## config.mk

```make
export PLATFORM = sky130hd
export DESIGN_NAME = rx_sequencing_interface_control
export DESIGN_NICKNAME = d
export VERILOG_FILES = /design/src/hdl/rx_seq_ctrl_pkg.sv /design/src/hdl/seq_trigger_if.sv /design/src/hdl/seq_trigger.sv /design/src/hdl/rx_sequencing_interface_control.sv
export SDC_FILE = /design/constraint.sdc
export NUM_CORES = 1
export LEC_CHECK = 0
export ABC_AREA = 1
export BUFFER_PORTS_ARGS = -buffer_cell sky130_fd_sc_hd__buf_2
export CORE_MARGIN = 2
export CORE_UTILIZATION = 25
export DETAILED_ROUTE_END_ITERATION = 10
export SYNTH_ARGS = -nofsm -noshare
export SYNTH_HDL_FRONTEND = slang
export SYNTH_HIERARCHICAL = 1
export SYNTH_SLANG_ARGS = --single-unit
```

## constraint.sdc

```tcl
create_clock -name i_clk -period 2.3 [get_ports i_clk]
set_clock_uncertainty 0.05 [all_clocks]
set_input_delay 0.575 -clock i_clk [delete_from_list [all_inputs] [get_ports i_clk]]
set_output_delay 0.575 -clock i_clk [all_outputs]
set_load 0.02 [all_outputs]
```

## src/hdl/rx_seq_ctrl_pkg.sv

```systemverilog
// constants for the receive sequencing and interface control bank
package rx_seq_ctrl_pkg;

  // ****************************************************************
  // register offsets
  // ****************************************************************
  localparam logic [6:0] MAIN_CONTROL_OFFSET = 7'h00;
  localparam logic [6:0] INTERFACE_CONFIG_OFFSET = 7'h01;

  // ****************************************************************
  // main control fields
  // ****************************************************************
  localparam int RX_TX_SELECT_BIT = 7;
  localparam int FREQ_BANK_BIT = 6;
  localparam int SCHEME_HI = 5;
  localparam int SCHEME_LO = 4;
  localparam int CAL_POLICY_HI = 3;
  localparam int CAL_POLICY_LO = 2;
  localparam int SYNTH_PD_BIT = 3;
  localparam int OSC_PD_BIT = 2;
  localparam int BIAS_POWER_DOWN_BIT = 1;
  localparam int SEQUENCE_SLEEP_BIT = 1;
  localparam int SOFT_RESET_N_BIT = 0;

  // ****************************************************************
  // interface config fields
  // ****************************************************************
  localparam int CRYSTAL_BYPASS_BIT = 7;
  localparam int SPLIT_DATA_PINS_BIT = 6;
  localparam int CLOCK_GATE_ON_PLL_BIT = 5;
  localparam int CLOCK_GATE_ON_CARRIER_BIT = 4;
  localparam int EXT_TX_AMP_CONTROL_BIT = 3;
  localparam int EXT_RX_AMP_CONTROL_BIT = 2;
  localparam int EXT_TX_AMP_POLARITY_BIT = 1;
  localparam int EXT_RX_AMP_POLARITY_BIT = 0;
  localparam int ANALOG_TEST_POWER_DOWN_BIT = 3;
  localparam int TEST_MODE_HI = 2;

  // ****************************************************************
  // values after reset
  // ****************************************************************
  localparam logic [7:0] MAIN_CONTROL_RESET = 8'h00;
  localparam logic [7:0] INTERFACE_CONFIG_RESET = 8'h00;
  localparam logic [7:0] SEQ_COUNT_RESET = 8'h00;
  localparam logic ANALOG_TEST_POWER_DOWN_FORCED = 1'h1;
  localparam logic [2:0] TEST_MODE_FORCED = 3'h1;

  // ****************************************************************
  // encodings
  // ****************************************************************
  typedef enum logic [1:0] {
    SCHEME_RX_OR_TX = 2'h0,
    SCHEME_BOTH_DOWN = 2'h1,
    SCHEME_INDIVIDUAL = 2'h2,
    SCHEME_SEQUENCING = 2'h3
  } power_down_scheme_t;

  typedef enum logic [1:0] {
    CAL_NEVER = 2'h0,
    CAL_EVERY = 2'h1,
    CAL_EVERY_16TH = 2'h2,
    CAL_EVERY_256TH = 2'h3
  } sequence_calibration_policy_t;

  localparam logic [3:0] CAL_16TH_LAST = 4'hF;
  localparam logic [7:0] CAL_256TH_LAST = 8'hFF;

endpackage : rx_seq_ctrl_pkg

```

## src/hdl/seq_trigger_if.sv

```systemverilog
// carrier between the control bank and its sequence trigger detector
`timescale 1ns/1ps
`default_nettype none
interface seq_trigger_if;
  logic sequencing_mode;
  logic split_data_pins;
  logic select_pin_starts_sequence;
  logic start;

  modport ctrl (
    output sequencing_mode,
    output split_data_pins,
    output select_pin_starts_sequence,
    input start
  );
  modport det (
    input sequencing_mode,
    input split_data_pins,
    input select_pin_starts_sequence,
    output start
  );
endinterface : seq_trigger_if
`default_nettype wire

```

## src/hdl/seq_trigger.sv

```systemverilog
// falling-edge start detector on the data and select pins
`timescale 1ns/1ps
`default_nettype none
module seq_trigger (
  input wire logic i_clk,
  input wire logic i_rst_n,
  input wire logic i_ce,
  input wire logic i_data_io_pin,
  input wire logic i_select_pin_n,
  seq_trigger_if.det trig
);

  // ****************************************************************
  // pin synchronisers and edge history
  // ****************************************************************
  logic [2:0] dio_pipe;
  logic [2:0] sel_pipe;
  logic dio_fall;
  logic sel_fall;

  always_ff @(posedge i_clk) begin
    if (!i_rst_n) begin
      dio_pipe <= 3'h7;
      sel_pipe <= 3'h7;
    end else if (i_ce) begin
      dio_pipe <= {dio_pipe[1:0], i_data_io_pin};
      sel_pipe <= {sel_pipe[1:0], i_select_pin_n};
    end
  end

  assign dio_fall = dio_pipe[2] & ~dio_pipe[1];
  assign sel_fall = sel_pipe[2] & ~sel_pipe[1];

  // ****************************************************************
  // start pulse
  // ****************************************************************
  always_ff @(posedge i_clk) begin
    if (!i_rst_n) begin
      trig.start <= 1'h0;
    end else if (i_ce) begin
      if (!trig.sequencing_mode) begin
        trig.start <= 1'h0;
      end else if (trig.select_pin_starts_sequence) begin
        trig.start <= sel_fall;
      end else begin
        trig.start <= trig.split_data_pins & dio_fall;
      end
    end
  end

endmodule : seq_trigger
`default_nettype wire

```

## src/hdl/rx_sequencing_interface_control.sv

```systemverilog
// main control and interface configuration registers with pin logic
`timescale 1ns/1ps
`default_nettype none
module rx_sequencing_interface_control (
  input wire logic i_clk,
  input wire logic i_rst_n,
  input wire logic i_ce,
  input wire logic i_wr_en,
  input wire logic i_rd_en,
  input wire logic [6:0] i_addr,
  input wire logic [7:0] i_wr_data,
  input wire logic i_select_pin_starts_sequence,
  input wire logic i_test_filter_enable,
  input wire logic i_test_adc_enable,
  input wire logic i_sync_mode,
  input wire logic i_pll_lock,
  input wire logic i_carrier_sense,
  input wire logic i_rx_data,
  input wire logic i_rx_clk,
  input wire logic i_lock_indicator,
  input wire logic i_pa_on,
  input wire logic i_lna_on,
  input wire logic i_sequence_done,
  input wire logic i_data_io_pin,
  input wire logic i_select_pin_n,
  output logic [7:0] o_rd_data,
  output logic o_rx_tx_select,
  output logic o_freq_bank_b,
  output logic o_sequencing_enabled,
  output logic o_sequence_start,
  output logic o_sequence_sleep,
  output logic o_pll_cal_request,
  output logic o_synth_power_down,
  output logic o_oscillator_power_down,
  output logic o_bias_power_down,
  output logic o_soft_reset_n,
  output logic o_crystal_bypass,
  output logic o_data_io_out,
  output logic o_data_io_oe_n,
  output logic o_lock_pin,
  output logic o_data_clock_pin,
  output logic o_tx_amp_enable_pin,
  output logic o_rx_amp_enable_pin,
  output logic o_analog_test_power_down,
  output logic [2:0] o_test_mode
);

  // ****************************************************************
  // registers and decode
  // ****************************************************************
  logic [7:0] main_control;
  logic [7:0] interface_config;
  logic [7:0] seq_count;
  logic [1:0] pll_lock_sync;
  logic wr_main;
  logic wr_iface;
  logic seq_mode;
  logic test_override;
  logic gate_pll;
  logic gate_cs;
  logic split;
  logic next_cal;
  logic [1:0] scheme;
  seq_trigger_if trig ();

  function automatic logic amp_pin(input logic ext, input logic on,
                                   input logic pol);
    amp_pin = ext ? (on ? pol : ~pol) : pol;
  endfunction : amp_pin

  assign wr_main = i_wr_en && (i_addr == rx_seq_ctrl_pkg::MAIN_CONTROL_OFFSET);
  assign wr_iface = i_wr_en &&
                    (i_addr == rx_seq_ctrl_pkg::INTERFACE_CONFIG_OFFSET);
  assign scheme = main_control[rx_seq_ctrl_pkg::SCHEME_HI:
                               rx_seq_ctrl_pkg::SCHEME_LO];
  assign seq_mode = (scheme == rx_seq_ctrl_pkg::SCHEME_SEQUENCING) &&
                    !main_control[rx_seq_ctrl_pkg::RX_TX_SELECT_BIT];
  assign split = interface_config[rx_seq_ctrl_pkg::SPLIT_DATA_PINS_BIT];
  assign test_override = i_test_filter_enable | i_test_adc_enable;
  assign gate_pll = i_sync_mode && (scheme == rx_seq_ctrl_pkg::SCHEME_BOTH_DOWN)
                    && interface_config[rx_seq_ctrl_pkg::CLOCK_GATE_ON_PLL_BIT]
                    && !pll_lock_sync[1];
  assign gate_cs = i_sync_mode && !i_carrier_sense &&
                   interface_config[rx_seq_ctrl_pkg::CLOCK_GATE_ON_CARRIER_BIT];

  assign trig.sequencing_mode = seq_mode;
  assign trig.split_data_pins = split;
  assign trig.select_pin_starts_sequence = i_select_pin_starts_sequence;

  seq_trigger u_seq_trigger (
    .i_clk(i_clk),
    .i_rst_n(i_rst_n),
    .i_ce(i_ce),
    .i_data_io_pin(i_data_io_pin),
    .i_select_pin_n(i_select_pin_n),
    .trig(trig)
  );

  // ****************************************************************
  // main control: no soft default, written directly
  // ****************************************************************
  always_ff @(posedge i_clk) begin
    if (!i_rst_n) begin
      main_control <= rx_seq_ctrl_pkg::MAIN_CONTROL_RESET;
    end else if (i_ce && wr_main) begin
      main_control <= i_wr_data;
    end
  end

  // ****************************************************************
  // interface config: defaults while soft reset held low
  // ****************************************************************
  always_ff @(posedge i_clk) begin
    if (!i_rst_n) begin
      interface_config <= rx_seq_ctrl_pkg::INTERFACE_CONFIG_RESET;
    end else if (i_ce) begin
      if (!main_control[rx_seq_ctrl_pkg::SOFT_RESET_N_BIT]) begin
        interface_config <= rx_seq_ctrl_pkg::INTERFACE_CONFIG_RESET;
      end else if (wr_iface) begin
        interface_config <= i_wr_data;
      end
    end
  end

  // ****************************************************************
  // read port
  // ****************************************************************
  always_ff @(posedge i_clk) begin
    if (!i_rst_n) begin
      o_rd_data <= 8'h00;
    end else if (i_ce && i_rd_en) begin
      if (i_addr == rx_seq_ctrl_pkg::MAIN_CONTROL_OFFSET) begin
        o_rd_data <= main_control;
      end else if (i_addr == rx_seq_ctrl_pkg::INTERFACE_CONFIG_OFFSET) begin
        o_rd_data <= interface_config;
      end else begin
        o_rd_data <= 8'h00;
      end
    end
  end

  // ****************************************************************
  // pll lock synchroniser
  // ****************************************************************
  always_ff @(posedge i_clk) begin
    if (!i_rst_n) begin
      pll_lock_sync <= 2'h0;
    end else if (i_ce) begin
      pll_lock_sync <= {pll_lock_sync[0], i_pll_lock};
    end
  end

  // ****************************************************************
  // sequencing: sleep, start, calibration policy
  // ****************************************************************
  always_comb begin
    next_cal = 1'h0;
    unique case (main_control[rx_seq_ctrl_pkg::CAL_POLICY_HI:
                              rx_seq_ctrl_pkg::CAL_POLICY_LO])
      rx_seq_ctrl_pkg::CAL_NEVER: next_cal = 1'h0;
      rx_seq_ctrl_pkg::CAL_EVERY: next_cal = 1'h1;
      rx_seq_ctrl_pkg::CAL_EVERY_16TH:
        next_cal = (seq_count[3:0] == rx_seq_ctrl_pkg::CAL_16TH_LAST);
      rx_seq_ctrl_pkg::CAL_EVERY_256TH:
        next_cal = (seq_count == rx_seq_ctrl_pkg::CAL_256TH_LAST);
    endcase
  end

  always_ff @(posedge i_clk) begin
    if (!i_rst_n) begin
      seq_count <= rx_seq_ctrl_pkg::SEQ_COUNT_RESET;
      o_pll_cal_request <= 1'h0;
    end else if (i_ce) begin
      o_pll_cal_request <= 1'h0;
      if (seq_mode && i_sequence_done) begin
        seq_count <= seq_count + 8'h01;
        o_pll_cal_request <= next_cal;
      end
    end
  end

  always_ff @(posedge i_clk) begin
    if (!i_rst_n) begin
      o_sequence_sleep <= 1'h0;
      o_sequence_start <= 1'h0;
    end else if (i_ce) begin
      o_sequence_sleep <= seq_mode && wr_main &&
        !main_control[rx_seq_ctrl_pkg::SEQUENCE_SLEEP_BIT] &&
        i_wr_data[rx_seq_ctrl_pkg::SEQUENCE_SLEEP_BIT];
      o_sequence_start <= trig.start;
    end
  end

  // ****************************************************************
  // main control decode to outputs
  // ****************************************************************
  always_ff @(posedge i_clk) begin
    if (!i_rst_n) begin
      o_rx_tx_select <= 1'h0;
      o_freq_bank_b <= 1'h0;
      o_sequencing_enabled <= 1'h0;
      o_synth_power_down <= 1'h0;
      o_oscillator_power_down <= 1'h0;
      o_bias_power_down <= 1'h0;
      o_soft_reset_n <= 1'h0;
    end else if (i_ce) begin
      o_rx_tx_select <= main_control[rx_seq_ctrl_pkg::RX_TX_SELECT_BIT];
      o_freq_bank_b <= main_control[rx_seq_ctrl_pkg::FREQ_BANK_BIT];
      o_sequencing_enabled <= seq_mode;
      o_synth_power_down <= !seq_mode &&
        main_control[rx_seq_ctrl_pkg::SYNTH_PD_BIT];
      o_oscillator_power_down <= !seq_mode &&
        main_control[rx_seq_ctrl_pkg::OSC_PD_BIT];
      o_bias_power_down <= !seq_mode &&
        main_control[rx_seq_ctrl_pkg::BIAS_POWER_DOWN_BIT];
      o_soft_reset_n <= main_control[rx_seq_ctrl_pkg::SOFT_RESET_N_BIT];
    end
  end

  // ****************************************************************
  // data pins and data clock
  // ****************************************************************
  always_ff @(posedge i_clk) begin
    if (!i_rst_n) begin
      o_data_io_out <= 1'h0;
      o_data_io_oe_n <= 1'h1;
      o_lock_pin <= 1'h0;
      o_data_clock_pin <= 1'h1;
    end else if (i_ce) begin
      o_data_io_out <= i_rx_data;
      o_data_io_oe_n <= split ||
        main_control[rx_seq_ctrl_pkg::RX_TX_SELECT_BIT];
      o_lock_pin <= (split && i_sync_mode) ? i_rx_data
                                           : i_lock_indicator;
      if (split && !i_sync_mode) begin
        o_data_clock_pin <= i_rx_data;
      end else if (gate_pll || gate_cs) begin
        o_data_clock_pin <= 1'h1;
      end else begin
        o_data_clock_pin <= i_rx_clk;
      end
    end
  end

  // ****************************************************************
  // clock source, amplifier pins, analog test
  // ****************************************************************
  always_ff @(posedge i_clk) begin
    if (!i_rst_n) begin
      o_crystal_bypass <= 1'h0;
      o_tx_amp_enable_pin <= 1'h0;
      o_rx_amp_enable_pin <= 1'h0;
      o_analog_test_power_down <= rx_seq_ctrl_pkg::ANALOG_TEST_POWER_DOWN_FORCED;
      o_test_mode <= rx_seq_ctrl_pkg::TEST_MODE_FORCED;
    end else if (i_ce) begin
      o_crystal_bypass <=
        interface_config[rx_seq_ctrl_pkg::CRYSTAL_BYPASS_BIT];
      o_tx_amp_enable_pin <= amp_pin(
        interface_config[rx_seq_ctrl_pkg::EXT_TX_AMP_CONTROL_BIT], i_pa_on,
        interface_config[rx_seq_ctrl_pkg::EXT_TX_AMP_POLARITY_BIT]);
      o_rx_amp_enable_pin <= amp_pin(
        interface_config[rx_seq_ctrl_pkg::EXT_RX_AMP_CONTROL_BIT], i_lna_on,
        interface_config[rx_seq_ctrl_pkg::EXT_RX_AMP_POLARITY_BIT]);
      if (test_override) begin
        o_analog_test_power_down <=
          interface_config[rx_seq_ctrl_pkg::ANALOG_TEST_POWER_DOWN_BIT];
        o_test_mode <= interface_config[rx_seq_ctrl_pkg::TEST_MODE_HI:0];
      end else begin
        o_analog_test_power_down <= rx_seq_ctrl_pkg::ANALOG_TEST_POWER_DOWN_FORCED;
        o_test_mode <= rx_seq_ctrl_pkg::TEST_MODE_FORCED;
      end
    end
  end
endmodule : rx_sequencing_interface_control
`default_nettype wire

```

# ---- Word level (Yosys, flattened, before mapping)
# Cells that the tools add are included.
dict set report word_totals {
  regBits 62
  in_bits 34
  output_inout_bits 29
  wordCells 93
}
dict set report op_classes {
  n_addsub 1
  eq_ne 9
  mux 17
  bitwise 8
  reduce_logical 31
}
# operator n
set op_table {}
lappend op_table {{8-bit 2-to-1 mux} 4}
lappend op_table {{1-bit logical AND} 19}
lappend op_table {{1-bit 2-to-1 mux} 11}
lappend op_table {{8-bit by 1-bit adder with 8-bit output, second input constant} 1}
lappend op_table {{8-bit equality test, second input constant} 1}
lappend op_table {{7-bit by 1-bit equality test with 1-bit output, second input constant} 1}
lappend op_table {{7-bit logical NOT} 1}
lappend op_table {{2-bit equality test, second input constant} 3}
lappend op_table {{1-bit logical NOT} 6}
lappend op_table {{2-bit by 1-bit equality test with 1-bit output, second input constant} 2}
lappend op_table {{4-bit equality test, second input constant} 1}
lappend op_table {{1-bit inverter} 4}
lappend op_table {{1-bit case mux with 4 select lines} 1}
lappend op_table {{2-bit AND reduction} 2}
lappend op_table {{1-bit AND} 3}
lappend op_table {{3-bit 2-to-1 mux} 1}
lappend op_table {{2-bit logical NOT} 1}
lappend op_table {{1-bit logical OR} 2}
lappend op_table {{2-bit by 1-bit inequality test with 1-bit output, second input constant} 1}
lappend op_table {{1-bit OR} 1}

# ---- Logic depth before layout (Yosys ltp)
dict set report depth {
  ltp_word 7
  mapped_depth 10
  ltp_nobuf 9
}

# ---- Hierarchy
# Netlist, hierarchy kept.
# mod instances cells_per_inst area_each_um2
set modules_own_cells {}
lappend modules_own_cells {rx_sequencing_interface_control 1 339 2427.3}
lappend modules_own_cells {seq_trigger 1 36 301.5}

# ---- Worst setup path after synthesis
# Ideal clock, no wire load.
dict set report synth_timing {
  path_type {input-to-reg}
  start {input i_addr[4]}
  end {register main_control[2]}
  setup_time_ns 0.113
  arrival_time_ns 1.295
  required_ns 2.137
  setup_slack_ns 0.842
  stages 9
  path_cell_list {inv_1 -> nand2_1 -> nor2_2 -> inv_2 -> nor2_4 -> nand3_2 -> buf_6 -> nor2_1 -> nor2_1}
}
dict set report synth_between {
  elab_chain_cells 3
}
# element line
set synth_lines {}
lappend synth_lines {{start: declaration} rx_sequencing_interface_control.sv:10} ;# input wire logic [6:0] i_addr,
lappend synth_lines {{7-bit logical NOT} rx_sequencing_interface_control.sv:71} ;# assign wr_main = i_wr_en && (i_addr == rx_seq_ctrl_pkg::MAIN_CONTROL_OFFSET);
lappend synth_lines {{1-bit logical AND} rx_sequencing_interface_control.sv:71}
lappend synth_lines {{1-bit logical AND} rx_sequencing_interface_control.sv:105} ;# end else if (i_ce && wr_main) begin
lappend synth_lines {{end signal: assignment} rx_sequencing_interface_control.sv:104} ;# main_control <= rx_seq_ctrl_pkg::MAIN_CONTROL_RESET;
lappend synth_lines {{end signal: assignment} rx_sequencing_interface_control.sv:106} ;# main_control <= i_wr_data;
lappend synth_lines {{end: declaration} rx_sequencing_interface_control.sv:51} ;# logic [7:0] main_control;
# Every way passes these cells.
# A chain may end at the register's enable or synchronous reset.

# ---- Worst setup path after layout
dict set report layout_timing {
  start {input i_addr[5]}
  end {register main_control[0]}
}
# Same word-level chain as after synthesis.

==> flow_summary.json <==
{
  "clockBufferDepth": 2,
  "numClockSinks": 62,
  "final_nets": 471,
  "synth_edf_count": 0,
  "min_path_type": "input pin to flip-flop",
  "whs_path_depth": 3,
  "start_util_pct": 25.40,
  "hold_viol": 0,
  "grt_pass1_vias": 2434,
  "netlist.area_leader.share_pct": 45.48,
  "ioPinCount": 63,
  "place.gp.congestion": 0.8174,
  "ys_seq_elements": 62,
  "slew_headroom_pct": 34.19,
  "routed_wl_um": 7051,
  "intPower_uw": 1818,
  "n_antenna_cell": 0,
  "leakage_uw": 0.001529,
  "fmax_mhz": 635.6,
  "ctsResizeCount": 0,
  "grt_pass1_wl_um": 11370,
  "ant_nets": 0,
  "min_period_over_period_pct": 68.41,
  "switchingPower_uw": 569.7,
  "setup_viol": 0,
  "start_kind": "input pin",
  "r2r_setup_slack_ns": 0.97,
  "nFillCells": 1193,
  "utilization_pct": 31.25,
  "synth_common_cells": "nand2_1, dfxtp_1, nor2_1",
  "rows": 38,
  "rsz0062_at_grt": "no",
  "synth_largest_area_cell": "dfxtp_1",
  "yosysMostFrequentCell": "nand2_1",
  "path_clk_slew_ns": 0.07,
  "routed-via-count": 2578,
  "synth_area_leaders": "dfxtp_1, nand2_1, a21oi_1",
  "syn_area_um2": 2729,
  "peakVddDrop_mv": 0.2314,
  "worstSetupPathType": "input pin to flip-flop",
  "fin_crit_ns": 1.573,
  "drtPass1Iterations": 4,
  "reg2reg_to": "seq_count[6]$_SDFFE_PN0P_",
  "place_hpwl_um": 5184,
  "htree_num_levels": 3,
  "routed_via_density": 4.437,
  "reg2reg_from": "main_control[7]$_SDFFE_PN0P_",
  "drt_iter0_markers": 132,
  "cts_hold_buf": 0,
  "drive_gt1_share_pct": 22.68,
  "seqCellArea_um2": 1241,
  "antenna_found_initial": 0,
  "power.density_nw_per_um2": 710.9,
  "drcViolationCount": 0,
  "clkLatencyLatePin_ns": 0.33,
  "final.setup.tns_ns": 0,
  "synth_warnings": 6,
  "cts-buffers-inserted": 9,
  "fin_ws_ns": 0.7267,
  "gr-total-overflow": 0,
  "dp_worst_setup_slack_ns": 0.3806,
  "post_cts_buffers": 0,
  "synth_cells": 375,
  "synth.yosys.seq_area_share_pct": 45.48,
  "outcome": "finished clean",
  "cp.required_ns": 2.43,
  "die_w_um": 108.5,
  "arrival_ns": 1.70,
  "syn2layout_area_growth_pct": 23.06,
  "fp.dieArea_um2": 11770,
  "p_seq_share_pct": 47.1,
  "postSynthNetCount": 410,
  "cts_tree": "yes",
  "hp-start": "i_select_pin_n",
  "maxSlewViolCount": 0,
  "p_sw_share_pct": 23.86,
  "async_flop_share_pct": 0,
  "power_frac_comb_pct": 9.1,
  "synth.distinct_cells": 34,
  "worstSetupEndpointType": "flip-flop",
  "root_buffer": "clkbuf_8",
  "wl_per_cell_um": 12.14,
  "core_um2": 10750,
  "multi_input_area_um2": 1237,
  "max-cap-violations": 0,
  "reg2reg_depth": 7,
  "synth.avg_cell_area_um2": 7.277,
  "track_usage_pct": 12.53,
  "port_buffers": 62,
  "hold_end": "u_seq_trigger/sel_pipe[0]$_SDFFE_PN1P_",
  "synth_ff_type": "dfxtp_1",
  "grt_max_degree": 32,
  "die_h_um": 108.5,
  "clockPowerShare_pct": 43.8,
  "tightest_slew_ns": 0.9860,
  "crit_fanout": 14
}
placed cells by master, fill, tap and decap left out:
cell type   n
nor2_1     49
nand2_2     2
xor2_1      2
buf_4       2
clkinv_2    2
ha_1        1
o31ai_1     1
nand3_1    10
nand2_1    95
clkbuf_8   10
o22ai_1     2
nor3_1      3
nand4_1     7
o21ai_0    21
inv_2       3
inv_1      39
o21bai_2    1
nand2_4     2
nor2_2      2
a21oi_2     1
nand3_2     3
or2_2       1
dfxtp_1    62
o21ai_4     1
clkbuf_1    2
bufinv_16   2
o21ai_1     4
xnor2_1     1
buf_2      62
a211oi_1    2
o211ai_1    1
a21oi_1    39
inv_4       1
nor3_4      2
nor2_4      3
cell families after synthesis:
group           count (synthesis)  share of synthesized area [%]
xor+xnor                        3                         0.9630
compound gates                 73                          14.63
buf+inv                        57                          9.170
simple gates                  179                          29.30
fa+ha+maj                       1                         0.4584
flops                          62                          45.48
per-stage QoR:
| step | power (uW) | hold WS [ns] | cell area (um2) | cells |
|---|---|---|---|---|
| after floorplan | 1282 | 0.3751 | 2729 | 375 |
| after global placement | 1362 | 0.3870 | 3143 | 565 |
| after detailed placement | 1366 | 0.3992 | 3143 | 565 |
| after CTS | 2421 | 0.3832 | 3358 | 581 |
| after global routing | 2490 | 0.4032 | 3358 | 581 |
| final | 2387 | 0.4012 | 3358 | 581 |
registers in the layout (all words and copies together) (netlist names), 2 cells and up:
name,count
o_test_mode,3
o_rd_data,8
interface_config,8
seq_count,8
pll_lock_sync,2
u_seq_trigger/dio_pipe,3
u_seq_trigger/sel_pipe,3
main_control,8
power by group through the flow:
stage | Sequential [uW] | Clock (uW) | Combinational (uW)
after floorplan | 1180 | 0 | 105
after global placement | 1150 | 0 | 214
after detailed placement | 1150 | 0 | 217
after CTS | 1120 | 1080 | 218
after global routing | 1130 | 1120 | 241
final | 1120 | 1050 | 217
area by class of cell:
class | instances | share of cell area, %
Sequential cell | 62 | 36.96
Multi-Input combinational cell | 256 | 36.85
Timing Repair Buffer | 64 | 9.687
Tap cell | 140 | 5.216
Inverter | 43 | 4.881
Clock buffer | 12 | 4.322
Clock inverter | 4 | 2.086
per-layer routing:
layer	track usage [%]	wire, um
met5	0	0
met3	2.893	389
met2	21.12	3332
met1	15.20	3223
met4	5.495	105
critical path, cell delays in order:
cell and delay [ns]:
buf_2 0.10, inv_1 0.04, nand2_1 0.06, nor2_2 0.11
inv_2 0.07, nor2_4 0.27, nand3_2 0.28, nand2_1 0.14
a21oi_1 0.06
worst max-delay path by stage:
stage / end / slack, ns / cells past startpoint / startpoint
after floorplan: main_control[2]$_SDFFE_PN0P_ / 0.84 / 9 / i_addr[4]
after global placement: main_control[4]$_SDFFE_PN0P_ / 0.43 / 9 / i_addr[4]
after detailed placement: main_control[0]$_SDFFE_PN0P_ / 0.38 / 9 / i_addr[5]
after CTS: seq_count[5]$_SDFFE_PN0P_ / 0.75 / 6 / i_ce
after global routing: main_control[0]$_SDFFE_PN0P_ / 0.54 / 9 / i_addr[4]
final: main_control[0]$_SDFFE_PN0P_ / 0.73 / 9 / i_addr[5]
Power figures use the tool's default switching activity.
